===== config.mk =====
export PLATFORM = sky130hd
export DESIGN_NAME = bcs_engine
export DESIGN_NICKNAME = d
export VERILOG_FILES = /design/src/hdl/bcs_pkg.sv /design/src/hdl/bcs_cond_eval.sv /design/src/hdl/bcs_engine.sv
export SDC_FILE = /design/constraint.sdc
export NUM_CORES = 1
export LEC_CHECK = 0
export ABC_AREA = 0
export BUFFER_PORTS_ARGS = -buffer_cell sky130_fd_sc_hd__buf_4
export CAP_MARGIN = 40
export CORE_MARGIN = 5
export CORE_UTILIZATION = 50
export CTS_CLUSTER_SIZE = 12
export DETAILED_ROUTE_END_ITERATION = 12
export PLACE_DENSITY = 0.77
export RECOVER_POWER = 100
export SLEW_MARGIN = 20
export SYNTH_ARGS = -nofsm -noshare
export SYNTH_HDL_FRONTEND = slang
export SYNTH_SLANG_ARGS = --single-unit

===== constraint.sdc =====
create_clock -name CLOCK_IN -period 11.05 [get_ports CLOCK_IN]
set_input_delay 0.5525 -clock CLOCK_IN [delete_from_list [all_inputs] [get_ports CLOCK_IN]]
set_output_delay 0.5525 -clock CLOCK_IN [all_outputs]
set_load 0.05 [all_outputs]

===== src/hdl/bcs_pkg.sv =====
package bcs_pkg;

    // Op code word layout
    localparam int          OPW          = 16;
    localparam int          OP_CC_LSB    = 0;
    localparam int          OP_INV_BIT   = 4;
    localparam int          OP_SIG_LSB   = 5;
    localparam int          OP_CODE_LSB  = 10;
    localparam logic [4:0]  OP_SIGNATURE = 5'h0a;
    localparam logic [15:0] CC_INV_MASK  = 16'h9103;

    // Op code field values
    localparam logic [4:0] OPC_HALT = 5'h00;
    localparam logic [4:0] OPC_JUMP = 5'h01;
    localparam logic [4:0] OPC_CALL = 5'h02;
    localparam logic [4:0] OPC_RTN  = 5'h03;
    localparam logic [4:0] OPC_IRQ  = 5'h04;
    localparam logic [4:0] OPC_FLAG = 5'h05;
    localparam logic [4:0] OPC_FLIP = 5'h06;
    localparam logic [4:0] OPC_PTT  = 5'h07;
    localparam logic [4:0] OPC_PBS  = 5'h08;
    localparam logic [4:0] OPC_PIMM = 5'h09;
    localparam logic [4:0] OPC_PMEM = 5'h0a;
    localparam logic [4:0] OPC_DLY  = 5'h0b;
    localparam logic [4:0] OPC_SFRM = 5'h0c;
    localparam logic [4:0] OPC_WTRG = 5'h0d;
    localparam logic [4:0] OPC_CMPF = 5'h0e;
    localparam logic [4:0] OPC_CMPN = 5'h0f;
    localparam logic [4:0] OPC_LTT  = 5'h10;
    localparam logic [4:0] OPC_LFT  = 5'h11;
    localparam logic [4:0] OPC_LAST = 5'h11;

    // Pointer toggle of the execute-and-flip op
    localparam logic [15:0] FLIP_MASK = 16'h0010;

    // Call stack and queue
    localparam int         STACK_DEPTH = 4;
    localparam logic [5:0] QUEUE_WRAP  = 6'h3f;

    // APB register byte offsets
    localparam logic [7:0] REG_CTRL   = 8'h00;
    localparam logic [7:0] REG_START  = 8'h04;
    localparam logic [7:0] REG_STATUS = 8'h08;
    localparam logic [7:0] REG_INT_EN = 8'h0c;
    localparam logic [7:0] REG_INT_ST = 8'h10;
    localparam logic [7:0] REG_FLAGS  = 8'h14;
    localparam logic [7:0] REG_QPTR   = 8'h18;

    // Interrupt bit positions
    localparam int INT_TRAP   = 0;
    localparam int INT_PARITY = 1;
    localparam int INT_STACK  = 2;
    localparam int INT_QROLL  = 3;
    localparam int INT_USER   = 4;
    localparam int INT_W      = 5;

    // Reset values
    localparam logic [15:0] START_RST = 16'h0000;
    localparam logic [15:0] QPTR_RST  = 16'h0000;

    typedef enum logic [3:0] {
        ST_IDLE,
        ST_OP_RD,
        ST_PRM_RD,
        ST_EXEC,
        ST_MSG_WAIT,
        ST_FLIP_CHK,
        ST_MEM_WR,
        ST_PUSH_RD,
        ST_DELAY,
        ST_TRIG_WAIT,
        ST_HALT
    } bcs_state_t;

endpackage : bcs_pkg


===== src/hdl/bcs_cond_eval.sv =====
`timescale 1ns/10ps
`default_nettype none

module bcs_cond_eval
    import bcs_pkg::*;
(
    // Op code word and raw condition codes
    input  wire logic [15:0] op_in,
    input  wire logic [15:0] cc_in,
    // Results
    output logic             cond_true_out,
    output logic             parity_ok_out,
    output logic             op_ok_out
);

    logic [3:0] sel;
    logic [4:0] opc;

    always_comb
    begin
        sel           = op_in[OP_CC_LSB +: 4];
        opc           = op_in[OP_CODE_LSB +: 5];
        // Only some codes have a distinct inverse
        cond_true_out = cc_in[sel] ^ (op_in[OP_INV_BIT] & CC_INV_MASK[sel]);
        parity_ok_out = ^op_in;
        op_ok_out     = parity_ok_out
                      && (op_in[OP_SIG_LSB +: 5] == OP_SIGNATURE)
                      && (opc <= OPC_LAST);
    end

endmodule : bcs_cond_eval

`default_nettype wire


===== src/hdl/bcs_engine.sv =====
// Summary of operation
// - Bad-message code is format error, loop fail or no response; status set ignored.
// - Retry codes bits 14,13: 00 none, 01 one, 11 two.
// - Code 15 is always true; inverse bit makes it never true.
// - Four-entry call stack with call, jump and return.
// - Stack overrun or underrun raises stack error interrupt when enabled.
// - Host-interrupt op posts a 4-bit vector in the status register and sets the user interrupt when enabled.
// - Flag op sets, clears or toggles any of eight flags.
// - Undefined, even parity or bad 01010 signature halts at once.
// - Invalid op code halt raises trap interrupt when enabled.
// - Parity failure also raises parity interrupt when enabled.
// - Execute-and-flip always runs its message, then tests its condition.
// - True condition rewrites the pointer in memory as old XOR 0010h.
// - Next pass of that line uses the flipped block address.
// - Push ops queue time tag, block status, immediate or memory word.
// - Queue pointer holds next write slot, wrapping modulo 64.
// - Queue pointer rollover at 64 words raises interrupt when enabled.
// - Delay, frame start, trigger wait, compares, time loads and halt.
// - Codes 0 and 1 hold less-than and equal of last compare.
// - Host sets, clears or toggles flags like the flag op.
//
// The placing of the registers and the APB slave port were left to the implementer.
`timescale 1ns/10ps
`default_nettype none

module bcs_engine
    import bcs_pkg::*;
(
    // Clock and reset
    input  wire logic        CLOCK_IN,
    input  wire logic        RSTN_IN,
    // APB slave
    input  wire logic        PSEL_IN,
    input  wire logic        PENABLE_IN,
    input  wire logic        PWRITE_IN,
    input  wire logic [7:0]  PADDR_IN,
    input  wire logic [31:0] PWDATA_IN,
    output logic [31:0]      PRDATA_OUT,
    output logic             PREADY_OUT,
    output logic             PSLVERR_OUT,
    // Shared RAM port
    output logic             MEM_REQ_OUT,
    output logic             MEM_WE_OUT,
    output logic [15:0]      MEM_ADDR_OUT,
    output logic [15:0]      MEM_WDATA_OUT,
    input  wire logic [15:0] MEM_RDATA_IN,
    input  wire logic        MEM_ACK_IN,
    // Message processor
    output logic             MSG_START_OUT,
    output logic [15:0]      MSG_PTR_OUT,
    input  wire logic        MSG_DONE_IN,
    input  wire logic        MSG_FMT_ERR_IN,
    input  wire logic        MSG_LOOP_FAIL_IN,
    input  wire logic        MSG_NORESP_IN,
    input  wire logic        MSG_GOOD_BLK_IN,
    input  wire logic        MSG_MASKED_IN,
    input  wire logic [1:0]  MSG_RETRIES_IN,
    input  wire logic [15:0] MSG_BLK_STATUS_IN,
    // Timers and trigger
    input  wire logic [15:0] TIME_TAG_IN,
    input  wire logic [15:0] FRAME_TIME_IN,
    input  wire logic [15:0] NEXT_MSG_TIME_IN,
    input  wire logic        EXT_TRIG_IN,
    output logic             TIME_TAG_LOAD_OUT,
    output logic             FRAME_TIME_LOAD_OUT,
    output logic             FRAME_START_OUT,
    // Status
    output logic             HALTED_OUT,
    output logic             IRQ_OUT
);

    typedef struct packed {
        bcs_state_t        st;
        logic [15:0]       pc;
        logic [15:0]       op;
        logic [15:0]       prm;
        logic [15:0]       start;
        logic [15:0]       qptr;
        logic [15:0]       cnt;
        logic [7:0]        gp;
        logic              fmt;
        logic              loop;
        logic              noresp;
        logic              gdblk;
        logic              masked;
        logic [1:0]        retry;
        logic [15:0]       bsw;
        logic [3:0][15:0]  stk;
        logic [2:0]        sp;
        logic              push;
        logic [INT_W-1:0]  int_en;
        logic [INT_W-1:0]  int_st;
        logic [3:0]        vec;
        logic              mem_req;
        logic              mem_we;
        logic [15:0]       mem_addr;
        logic [15:0]       mem_wdata;
        logic              msg_start;
        logic              tt_load;
        logic              ft_load;
        logic              frm_start;
        logic              halted;
        logic              irq;
        logic [31:0]       prdata;
        logic              pready;
        logic              pslverr;
    } bcs_regs_t;

    bcs_regs_t        r_q;
    bcs_regs_t        r_d;
    logic [15:0]      cc;
    logic             cond_true;
    logic             parity_ok;
    logic             op_ok;
    logic [15:0]      op_view;
    logic [INT_W-1:0] ev;
    logic             apb_wr;
    logic             apb_rd;
    logic [15:0]      cmp_val;

    // Flags first, then message outcome codes
    assign cc = {1'b1, r_q.retry, r_q.fmt | r_q.loop | r_q.noresp,
                 r_q.masked, r_q.gdblk, r_q.fmt, r_q.noresp, r_q.gp};
    // Check the word as it arrives so a bad one never executes
    assign op_view = (r_q.st == ST_OP_RD) ? MEM_RDATA_IN : r_q.op;

    bcs_cond_eval u_cond (
        .op_in         (op_view),
        .cc_in         (cc),
        .cond_true_out (cond_true),
        .parity_ok_out (parity_ok),
        .op_ok_out     (op_ok)
    );

    function automatic logic [7:0] flag_upd(input logic [7:0]  f,
                                            input logic [15:0] v);
        logic [7:0] s;
        logic [7:0] c;
        s = v[7:0];
        c = v[15:8];
        // Set and clear together toggle
        flag_upd = (f & ~(s | c)) | (s & ~c) | (~f & s & c);
    endfunction : flag_upd

    always_comb
    begin
        r_d           = r_q;
        ev            = '0;
        r_d.msg_start = 1'b0;
        r_d.tt_load   = 1'b0;
        r_d.ft_load   = 1'b0;
        r_d.frm_start = 1'b0;
        apb_wr        = PSEL_IN && PENABLE_IN && PWRITE_IN && !r_q.pready;
        apb_rd        = PSEL_IN && PENABLE_IN && !PWRITE_IN && !r_q.pready;
        cmp_val       = (r_q.op[OP_CODE_LSB +: 5] == OPC_CMPF)
                      ? FRAME_TIME_IN : NEXT_MSG_TIME_IN;

        // APB: answer in the second access cycle
        r_d.pready  = PSEL_IN && PENABLE_IN && !r_q.pready;
        r_d.pslverr = 1'b0;
        r_d.prdata  = '0;
        if (apb_wr || apb_rd)
        begin
            case (PADDR_IN)
                REG_CTRL:   ;
                REG_START:  r_d.prdata = {16'h0000, r_q.start};
                REG_STATUS: r_d.prdata = {16'h0000, r_q.halted, r_q.sp,
                                          r_q.vec, 4'(r_q.st), 4'h0};
                REG_INT_EN: r_d.prdata = {27'h0, r_q.int_en};
                REG_INT_ST: r_d.prdata = {27'h0, r_q.int_st};
                REG_FLAGS:  r_d.prdata = {24'h0, r_q.gp};
                REG_QPTR:   r_d.prdata = {16'h0000, r_q.qptr};
                default:    r_d.pslverr = 1'b1;
            endcase
        end
        if (apb_wr)
        begin
            case (PADDR_IN)
                REG_START:  r_d.start  = PWDATA_IN[15:0];
                REG_INT_EN: r_d.int_en = PWDATA_IN[INT_W-1:0];
                REG_INT_ST: r_d.int_st = r_q.int_st & ~PWDATA_IN[INT_W-1:0];
                REG_FLAGS:  r_d.gp     = flag_upd(r_q.gp, PWDATA_IN[15:0]);
                REG_QPTR:   r_d.qptr   = PWDATA_IN[15:0];
                default:    ;
            endcase
        end

        case (r_q.st)
            ST_IDLE, ST_HALT: ;
            ST_OP_RD:
                if (MEM_ACK_IN)
                begin
                    r_d.op = MEM_RDATA_IN;
                    if (!op_ok)
                    begin
                        r_d.mem_req      = 1'b0;
                        r_d.st           = ST_HALT;
                        ev[INT_TRAP]     = 1'b1;
                        ev[INT_PARITY]   = !parity_ok;
                    end
                    else
                    begin
                        r_d.mem_addr = r_q.pc + 16'h0001;
                        r_d.st       = ST_PRM_RD;
                    end
                end
            ST_PRM_RD:
                if (MEM_ACK_IN)
                begin
                    r_d.mem_req = 1'b0;
                    r_d.prm     = MEM_RDATA_IN;
                    r_d.st      = ST_EXEC;
                end
            ST_EXEC:
            begin
                r_d.pc = r_q.pc + 16'h0002;
                r_d.st = ST_OP_RD;
                if (r_q.op[OP_CODE_LSB +: 5] == OPC_FLIP)
                begin
                    r_d.msg_start = 1'b1;
                    r_d.pc        = r_q.pc;
                    r_d.st        = ST_MSG_WAIT;
                end
                else if (cond_true)
                begin
                    case (r_q.op[OP_CODE_LSB +: 5])
                        OPC_HALT: r_d.st = ST_HALT;
                        OPC_JUMP: r_d.pc = r_q.prm;
                        OPC_CALL:
                            if (r_q.sp == 3'(STACK_DEPTH))
                                ev[INT_STACK] = 1'b1;
                            else
                            begin
                                r_d.stk[r_q.sp[1:0]] = r_q.pc + 16'h0002;
                                r_d.sp = r_q.sp + 3'h1;
                                r_d.pc = r_q.prm;
                            end
                        OPC_RTN:
                            if (r_q.sp == 3'h0)
                                ev[INT_STACK] = 1'b1;
                            else
                            begin
                                r_d.pc = r_q.stk[r_q.sp[1:0] - 2'h1];
                                r_d.sp = r_q.sp - 3'h1;
                            end
                        OPC_IRQ:
                        begin
                            r_d.vec        = r_q.prm[3:0];
                            ev[INT_USER]   = 1'b1;
                        end
                        OPC_FLAG: r_d.gp = flag_upd(r_q.gp, r_q.prm);
                        OPC_PTT, OPC_PBS, OPC_PIMM:
                        begin
                            r_d.mem_wdata = (r_q.op[OP_CODE_LSB +: 5] == OPC_PTT)
                                          ? TIME_TAG_IN
                                          : (r_q.op[OP_CODE_LSB +: 5] == OPC_PBS)
                                          ? r_q.bsw : r_q.prm;
                            r_d.push      = 1'b1;
                            r_d.st        = ST_MEM_WR;
                        end
                        OPC_PMEM: r_d.st = ST_PUSH_RD;
                        OPC_DLY:
                        begin
                            r_d.cnt = r_q.prm;
                            r_d.st  = ST_DELAY;
                        end
                        OPC_SFRM: r_d.frm_start = 1'b1;
                        OPC_WTRG: r_d.st = ST_TRIG_WAIT;
                        OPC_CMPF, OPC_CMPN:
                        begin
                            r_d.gp[0] = cmp_val < r_q.prm;
                            r_d.gp[1] = cmp_val == r_q.prm;
                        end
                        OPC_LTT: r_d.tt_load = 1'b1;
                        OPC_LFT: r_d.ft_load = 1'b1;
                        default: ;
                    endcase
                end
                // Fetch or memory access for the next state
                r_d.mem_req  = (r_d.st == ST_OP_RD) || (r_d.st == ST_MEM_WR)
                            || (r_d.st == ST_PUSH_RD);
                r_d.mem_we   = (r_d.st == ST_MEM_WR);
                r_d.mem_addr = (r_d.st == ST_PUSH_RD) ? r_q.prm
                             : (r_d.st == ST_MEM_WR) ? r_q.qptr : r_d.pc;
            end
            ST_MSG_WAIT:
                if (MSG_DONE_IN)
                begin
                    r_d.fmt    = MSG_FMT_ERR_IN;
                    r_d.loop   = MSG_LOOP_FAIL_IN;
                    r_d.noresp = MSG_NORESP_IN;
                    r_d.gdblk  = MSG_GOOD_BLK_IN;
                    r_d.masked = MSG_MASKED_IN;
                    r_d.bsw    = MSG_BLK_STATUS_IN;
                    r_d.retry  = (MSG_RETRIES_IN == 2'h0) ? 2'b00
                               : (MSG_RETRIES_IN == 2'h1) ? 2'b01 : 2'b11;
                    r_d.st     = ST_FLIP_CHK;
                end
            ST_FLIP_CHK:
            begin
                // Condition sees the outcome of the message just run
                r_d.mem_req = 1'b1;
                if (cond_true)
                begin
                    r_d.mem_we    = 1'b1;
                    r_d.mem_addr  = r_q.pc + 16'h0001;
                    r_d.mem_wdata = r_q.prm ^ FLIP_MASK;
                    r_d.push      = 1'b0;
                    r_d.st        = ST_MEM_WR;
                end
                else
                begin
                    r_d.pc       = r_q.pc + 16'h0002;
                    r_d.mem_addr = r_q.pc + 16'h0002;
                    r_d.st       = ST_OP_RD;
                end
            end
            ST_PUSH_RD:
                if (MEM_ACK_IN)
                begin
                    r_d.mem_we    = 1'b1;
                    r_d.mem_addr  = r_q.qptr;
                    r_d.mem_wdata = MEM_RDATA_IN;
                    r_d.push      = 1'b1;
                    r_d.st        = ST_MEM_WR;
                end
            ST_MEM_WR:
                if (MEM_ACK_IN)
                begin
                    if (r_q.push)
                    begin
                        r_d.qptr = {r_q.qptr[15:6], r_q.qptr[5:0] + 6'h01};
                        ev[INT_QROLL] = (r_q.qptr[5:0] == QUEUE_WRAP);
                    end
                    r_d.push     = 1'b0;
                    r_d.mem_we   = 1'b0;
                    r_d.pc       = r_q.pc + 16'h0002;
                    r_d.mem_addr = r_q.pc + 16'h0002;
                    r_d.st       = ST_OP_RD;
                end
            ST_DELAY, ST_TRIG_WAIT:
                if ((r_q.st == ST_DELAY) ? (r_q.cnt == 16'h0000) : EXT_TRIG_IN)
                begin
                    r_d.frm_start = (r_q.st == ST_TRIG_WAIT);
                    r_d.mem_req   = 1'b1;
                    r_d.mem_addr  = r_q.pc;
                    r_d.st        = ST_OP_RD;
                end
                else
                    r_d.cnt = r_q.cnt - 16'h0001;
            default: r_d.st = ST_HALT;
        endcase

        // Host control: bit 0 restarts, bit 1 stops
        if (apb_wr && PADDR_IN == REG_CTRL && (PWDATA_IN[0] || PWDATA_IN[1]))
        begin
            r_d.st       = PWDATA_IN[0] ? ST_OP_RD : ST_IDLE;
            r_d.pc       = r_q.start;
            r_d.sp       = 3'h0;
            r_d.mem_req  = PWDATA_IN[0];
            r_d.mem_we   = 1'b0;
            r_d.mem_addr = r_q.start;
        end
        r_d.halted = (r_d.st == ST_HALT);
        // Hardware set wins over software clear
        r_d.int_st = r_d.int_st | (ev & r_q.int_en);
        r_d.irq    = |r_d.int_st;
    end

    always_ff @(posedge CLOCK_IN)
    begin
        if (!RSTN_IN)
        begin
            r_q       <= '0;
            r_q.st    <= ST_IDLE;
            r_q.start <= START_RST;
            r_q.qptr  <= QPTR_RST;
        end
        else
            r_q <= r_d;
    end

    assign PRDATA_OUT          = r_q.prdata;
    assign PREADY_OUT          = r_q.pready;
    assign PSLVERR_OUT         = r_q.pslverr;
    assign MEM_REQ_OUT         = r_q.mem_req;
    assign MEM_WE_OUT          = r_q.mem_we;
    assign MEM_ADDR_OUT        = r_q.mem_addr;
    assign MEM_WDATA_OUT       = r_q.mem_wdata;
    assign MSG_START_OUT       = r_q.msg_start;
    assign MSG_PTR_OUT         = r_q.prm;
    assign TIME_TAG_LOAD_OUT   = r_q.tt_load;
    assign FRAME_TIME_LOAD_OUT = r_q.ft_load;
    assign FRAME_START_OUT     = r_q.frm_start;
    assign HALTED_OUT          = r_q.halted;
    assign IRQ_OUT             = r_q.irq;
endmodule : bcs_engine

`default_nettype wire


==> results.cfg, run 1 <==
[critical_path]
crit_fanout = 68
end_kind = register
cp.required_ps = 11510
reg2reg_slack_ps = 3480
startpoint_type = input pin
worstSetupPathType = input pin to register
arrival_ps = 8290

[status]
status = finished with violations
violations = capacitance limit, slew limit

[global_routing]
antenna_found_initial = 1
grt_pass1_wl_um = 90200
grt_pass1_vias = 15100
grt_max_degree = 81
track_usage_pct = 31.5
grt_overflow = 0

[synth]
synth_seq_area_share_pct = 33.0
netlist_area_sq_mm = 0.0164
synth_edf_count = 0
yosysMostFrequentCell = nand2_1
yosysTopAreaCellShare_pct = 33.0
synth_common_cells = nand2_1, dfxtp_1, nor2_1
ys.flop_type = dfxtp_1
syn_area_per_cell_sq_um = 7.84
ys_seq_elements = 271
yosys_warnings = 0
synthTopCellsByArea = dfxtp_1, nand2_1, a21oi_1
yosys.area.top_type = dfxtp_1
async_reset_ff_share_pct = 0
synthCells = 2098
synth.distinct_cells = 81

[clock_tree]
cts_tree = done
cts-buffers-inserted = 30
insertion_delay_ps = 580
cts-resized-gates = 0
htreeDepth = 1
ctsHoldBuffers = 0
clkTransAtPathRegs_ps = 60
clock-sinks = 271
cts_setup_buffers = 0
clock_path_buffers = 3
cts-root-buf = clkbuf_16

[die]
die_h_um = 191
core_area_sq_mm = 0.0325
die_area_sq_mm = 0.0366
ios = 225
rows = 66
die_x_um = 191
initial_utilization_pct = 50.5

[place]
dp_hpwl_um = 42100
placed_cells = 2530
port_buffers = 192
place.gp.congestion = 0.955

[routing]
met1_length_um = 24100
drt_first_iter_violations = 2299
wire_per_inst_um = 23.4
routed_via_density = 6.45
dr.pass1.iters = 10
wl_met3_um = 7330
route.met2.wl_um = 25800
drt-total-wl_um = 60700
ant_nets = 0
top_layer_used = met4
via_count = 16700
drc = 0

[timing]
tns_ps = 0
min_period_ps = 7820
max_slew_margin_pct = -114
finalMaxSlewViolations = 165
worst_pin_slew_ps = 3200
fin_skew_ps = 37.2
setup_viol = 0
hold_viol = 0
post-route-period-util_pct = 70.8
rsz0062_at_grt = false
fmax_ghz = 0.128

[pwr]
p_int_uw = 1580
p_total_uw = 2060
powerDensity_mw_per_mm2 = 113
pwr-share-clk_pct = 47.6
combPwrFrac_pct = 5.0
seqPwrFrac_pct = 47.3
p_switching_uw = 484
p_sw_share_pct = 23.4
p_leak_uw = 0.00633
peakVddDrop_mv = 0.136

[min_path]
hp-class = input pin to register

[layout]
areaGrowthSynthToFinish_pct = 11.0
drive_gt1_share_pct = 12.5
finish.net_count = 2288
final_core_util_pct = 56.1
fin_cells = 2590

[flow_run]
maxCapViolations = 4
-- power groups by stage --
stage	Sequential, uW	Combinational [uW]	Clock, uW
2_1_floorplan	1000	53.4	0
3_3_place_gp	999	99.9	0
3_5_place_dp	999	101	0
4_1_cts	978	102	990
5_1_grt	977	110	1030
6_report	978	104	983
-- path summary, 6_finish.rpt --
kind,startpoint,cells after the start,to
setup reg to reg,r_q[284],14,register
hold / removal,MSG_BLK_STATUS_IN[15],3,r_q[171]
setup / recovery,RSTN_IN,5,PRDATA_OUT[3]
hold reg to reg,register,2,register
-- final cells by class --
type,instances,area [sq um]
inverters,32,121
clock buffers,44,865
fillers,3067,14300
diodes,1,2.50
well taps,442,553
flip-flops and latches,271,5430
clock inverters,9,80.1
multi-input cells,1542,9590
repair buffers,249,1610
-- critical path: stages --
cell and delay, ps:
clkbuf_1 2220, clkinvlp_2 3210, nor3_1 940, nand4_1 780, a31oi_1 490
-- routing by layer --
metal	vias to the layer above	GRT usage, %
li1	7570	-
met1	7863	42.8
met2	1086	46.9
met3	192	7.56
met4	0	15.6
met5	-	0
-- through the flow --
| step | worst slack, ps | cell area [sq um] | hold WS [ps] |
|---|---|---|---|
| floorplan | 7230 | 16500 | 433 |
| global placement | 6210 | 17500 | 443 |
| detailed placement | 6220 | 17600 | 447 |
| CTS | 6180 | 18500 | 216 |
| global route | 2920 | 18200 | 232 |
| finish | 3230 | 18200 | 225 |
-- cell families after synthesis --
group           Yosys count  synth area share [%]
compound gates          617                  25.5
xor+xnor                 66                  3.68
fa+ha+maj                28                  2.12
buf+inv                 300                  9.18
flops                   271                  33.0
mux                      87                  6.66
other cells               1                0.0228
simple gates            728                  19.9
-- cells in the final DEF, fill, tap and decap left out, types with 25 or more instances in the layout --
cell type / count
ha_1: 27
nand2_1: 303
inv_1: 31
mux2i_1: 52
nor2_1: 199
buf_4: 152
o21ai_0: 69
xnor2_1: 39
clkbuf_1: 94
a22oi_1: 32
nor3_1: 41
xor2_1: 25
a211oi_1: 87
clkbuf_16: 31
a21oi_1: 189
nand3_1: 60
dfxtp_1: 271
a221oi_1: 37
No activity file was read; power rests on OpenSTA's default activity.
==> run 2: changes to the inputs <==
==> constraint.sdc (replaced) <==
create_clock -name CLOCK_IN -period 7.8 [get_ports CLOCK_IN]
set_input_delay 0.39 -clock CLOCK_IN [delete_from_list [all_inputs] [get_ports CLOCK_IN]]
set_output_delay 0.39 -clock CLOCK_IN [all_outputs]
set_load 0.05 [all_outputs]
==> results.cfg, run 2 (synthesized netlist as in run 1, its figures left out) <==
[critical_path]
crit_family = buffers and inverters
reg2reg_slack_ps = 1500
crit_fanout = 29
reg2reg_depth = 14
crit_start = r_q[283]
crit_buf_inv = 3
cp.depth = 14
cp_slowest_stage_delay_ps = 1080
critPathSlowestCell = clkbuf_1
path_cells = nor4b_1 > clkbuf_1 > mux2i_1 > mux2i_1 > a32oi_1 > and3_1 > or3_1 > and3_1 > buf_4 > o221ai_1 > clkbuf_1 > o21ai_0 > nand3_1 > o21ai_0
end_kind = register
startpoint_type = register
crit_end = r_q[272]
r2r-start = r_q[283]
cp.required_ps = 8250
arrival_ps = 6750
worstSetupPathType = register to register
timing.rr.end = r_q[272]

[clock_tree]
clock-sinks = 271
cts_tree = done
insertion_delay_ps = 580
cts-resized-gates = 0
clkTransAtPathRegs_ps = 60
htreeDepth = 1
clock_path_buffers = 3
ctsHoldBuffers = 0
cts-root-buf = clkbuf_16
cts-buffers-inserted = 30
cts_setup_buffers = 0

[layout]
finish.net_count = 2293
nFillCells = 3109
fin_cells = 2593
final_common_cell = nand2_1
areaGrowthSynthToFinish_pct = 11.8
mostFrequentLayoutCells = nand2_1, dfxtp_1, nor2_1
drive_gt1_share_pct = 12.9

[status]
status = finished, final reports clean

[global_routing]
grt_pass1_wl_um = 91300
grt_pass1_vias = 15500
antenna_found_initial = 2
track_usage_pct = 31.9
grt_max_degree = 81
grt_overflow = 0

[pwr]
p_total_uw = 3010
combPwrFrac_pct = 4.9
p_leak_uw = 0.00642
seqPwrFrac_pct = 46.0
p_sw_share_pct = 22.4
pwr-share-clk_pct = 49.1
p_switching_uw = 676
p_int_uw = 2340
powerDensity_mw_per_mm2 = 164
peakVddDrop_mv = 0.155

[place]
dpl_worst_slack_ps = 2850
port_buffers = 192
dp_hpwl_um = 42700
placed_cells = 2536
place.gp.congestion = 1.01

[timing]
rsz0062_at_grt = false
fin_skew_ps = 18.1
finalMaxSlewViolations = 0
hold_ws_ps = 77.0
min_period_ps = 6300
max_slew_margin_pct = 3.15
tns_ps = 0
fmax_ghz = 0.159
setup_ws_ps = 1500
hold_viol = 0
setup_viol = 0
post-route-period-util_pct = 80.7
worst_pin_slew_ps = 1450

[die]
ios = 225
die_area_sq_mm = 0.0366
rows = 66
die_h_um = 191
core_area_sq_mm = 0.0325
die_x_um = 191
initial_utilization_pct = 50.5

[routing]
routed_via_density = 6.44
dr.pass1.iters = 6
via_count = 16700
ant_nets = 0
drt-total-wl_um = 61400
drc = 0
drt_first_iter_violations = 2381
wire_per_inst_um = 23.7

[min_path]
hp-class = input pin to register
min_path_cells = 3

[flow_run]
maxCapViolations = 0
## run 2: changes by cell type in the layout (fill, tap and decap cells not counted), moves of 2 or more
cell       delta
buf_4         +6
clkbuf_1     -10
a221oi_2      -2
clkinv_4      -2
bufinv_16     +3
buf_6         -3
clkinv_2      +3
a221oi_1      +2
## run 2: final cells by class
type	instances	area (sq um)	area share, %
Sequential cell	271	5430	29.5
Multi-Input combinational cell	1542	9560	52.0
Antenna cell	1	2.50	0.0136
Inverter	32	125	0.681
Clock buffer	39	856	4.66
Tap cell	442	553	3.01
Clock inverter	12	160	0.872
Timing Repair Buffer	254	1690	9.20
## run 2: power by group through the flow
stage                     registers, uW  clock network [uW]  logic (uW)
after global routing               1380                1560         157
after floorplan                    1420                   0        75.6
after detailed placement           1420                   0         144
after global placement             1420                   0         142
after CTS                          1390                1490         144
final                              1390                1480         149
## run 2: how the worst min path moves through the flow
stage,from,endpoint,slack [ps]
final,MSG_BLK_STATUS_IN[6],r_q[162],80
after global routing,MSG_BLK_STATUS_IN[2],r_q[158],80
after CTS,MSG_BLK_STATUS_IN[6],r_q[162],70
after detailed placement,r_q[168],r_q[168],450
after global placement,r_q[170],r_q[170],440
after floorplan,register,register,430
## run 2: worst register-to-register path: cells and delay by family (launching register included)
family / cells / cell delay [ps]
buffers and inverters: 3 / 2320
AO/OA/AOI/OAI: 4 / 890
AND/OR/NAND/NOR: 5 / 1330
multiplexers: 2 / 820
flip-flops: 1 / 820
## run 2: through the flow
stage          utilization (%)  cell area (sq um)
6_report                  56.5              18400
2_1_floorplan                -              16500
5_1_grt                   56.5              18400
3_3_place_gp              53.7              17500
3_5_place_dp              54.3              17700
4_1_cts                   57.4              18700
## run 2: routing by layer
metal	share of wire, %	wire length [um]	GRT usage (%)
met1	40	24500	43.4
met2	43	26400	47.7
met3	12	7220	6.99
met4	5.3	3280	15.8
met5	0	0	0
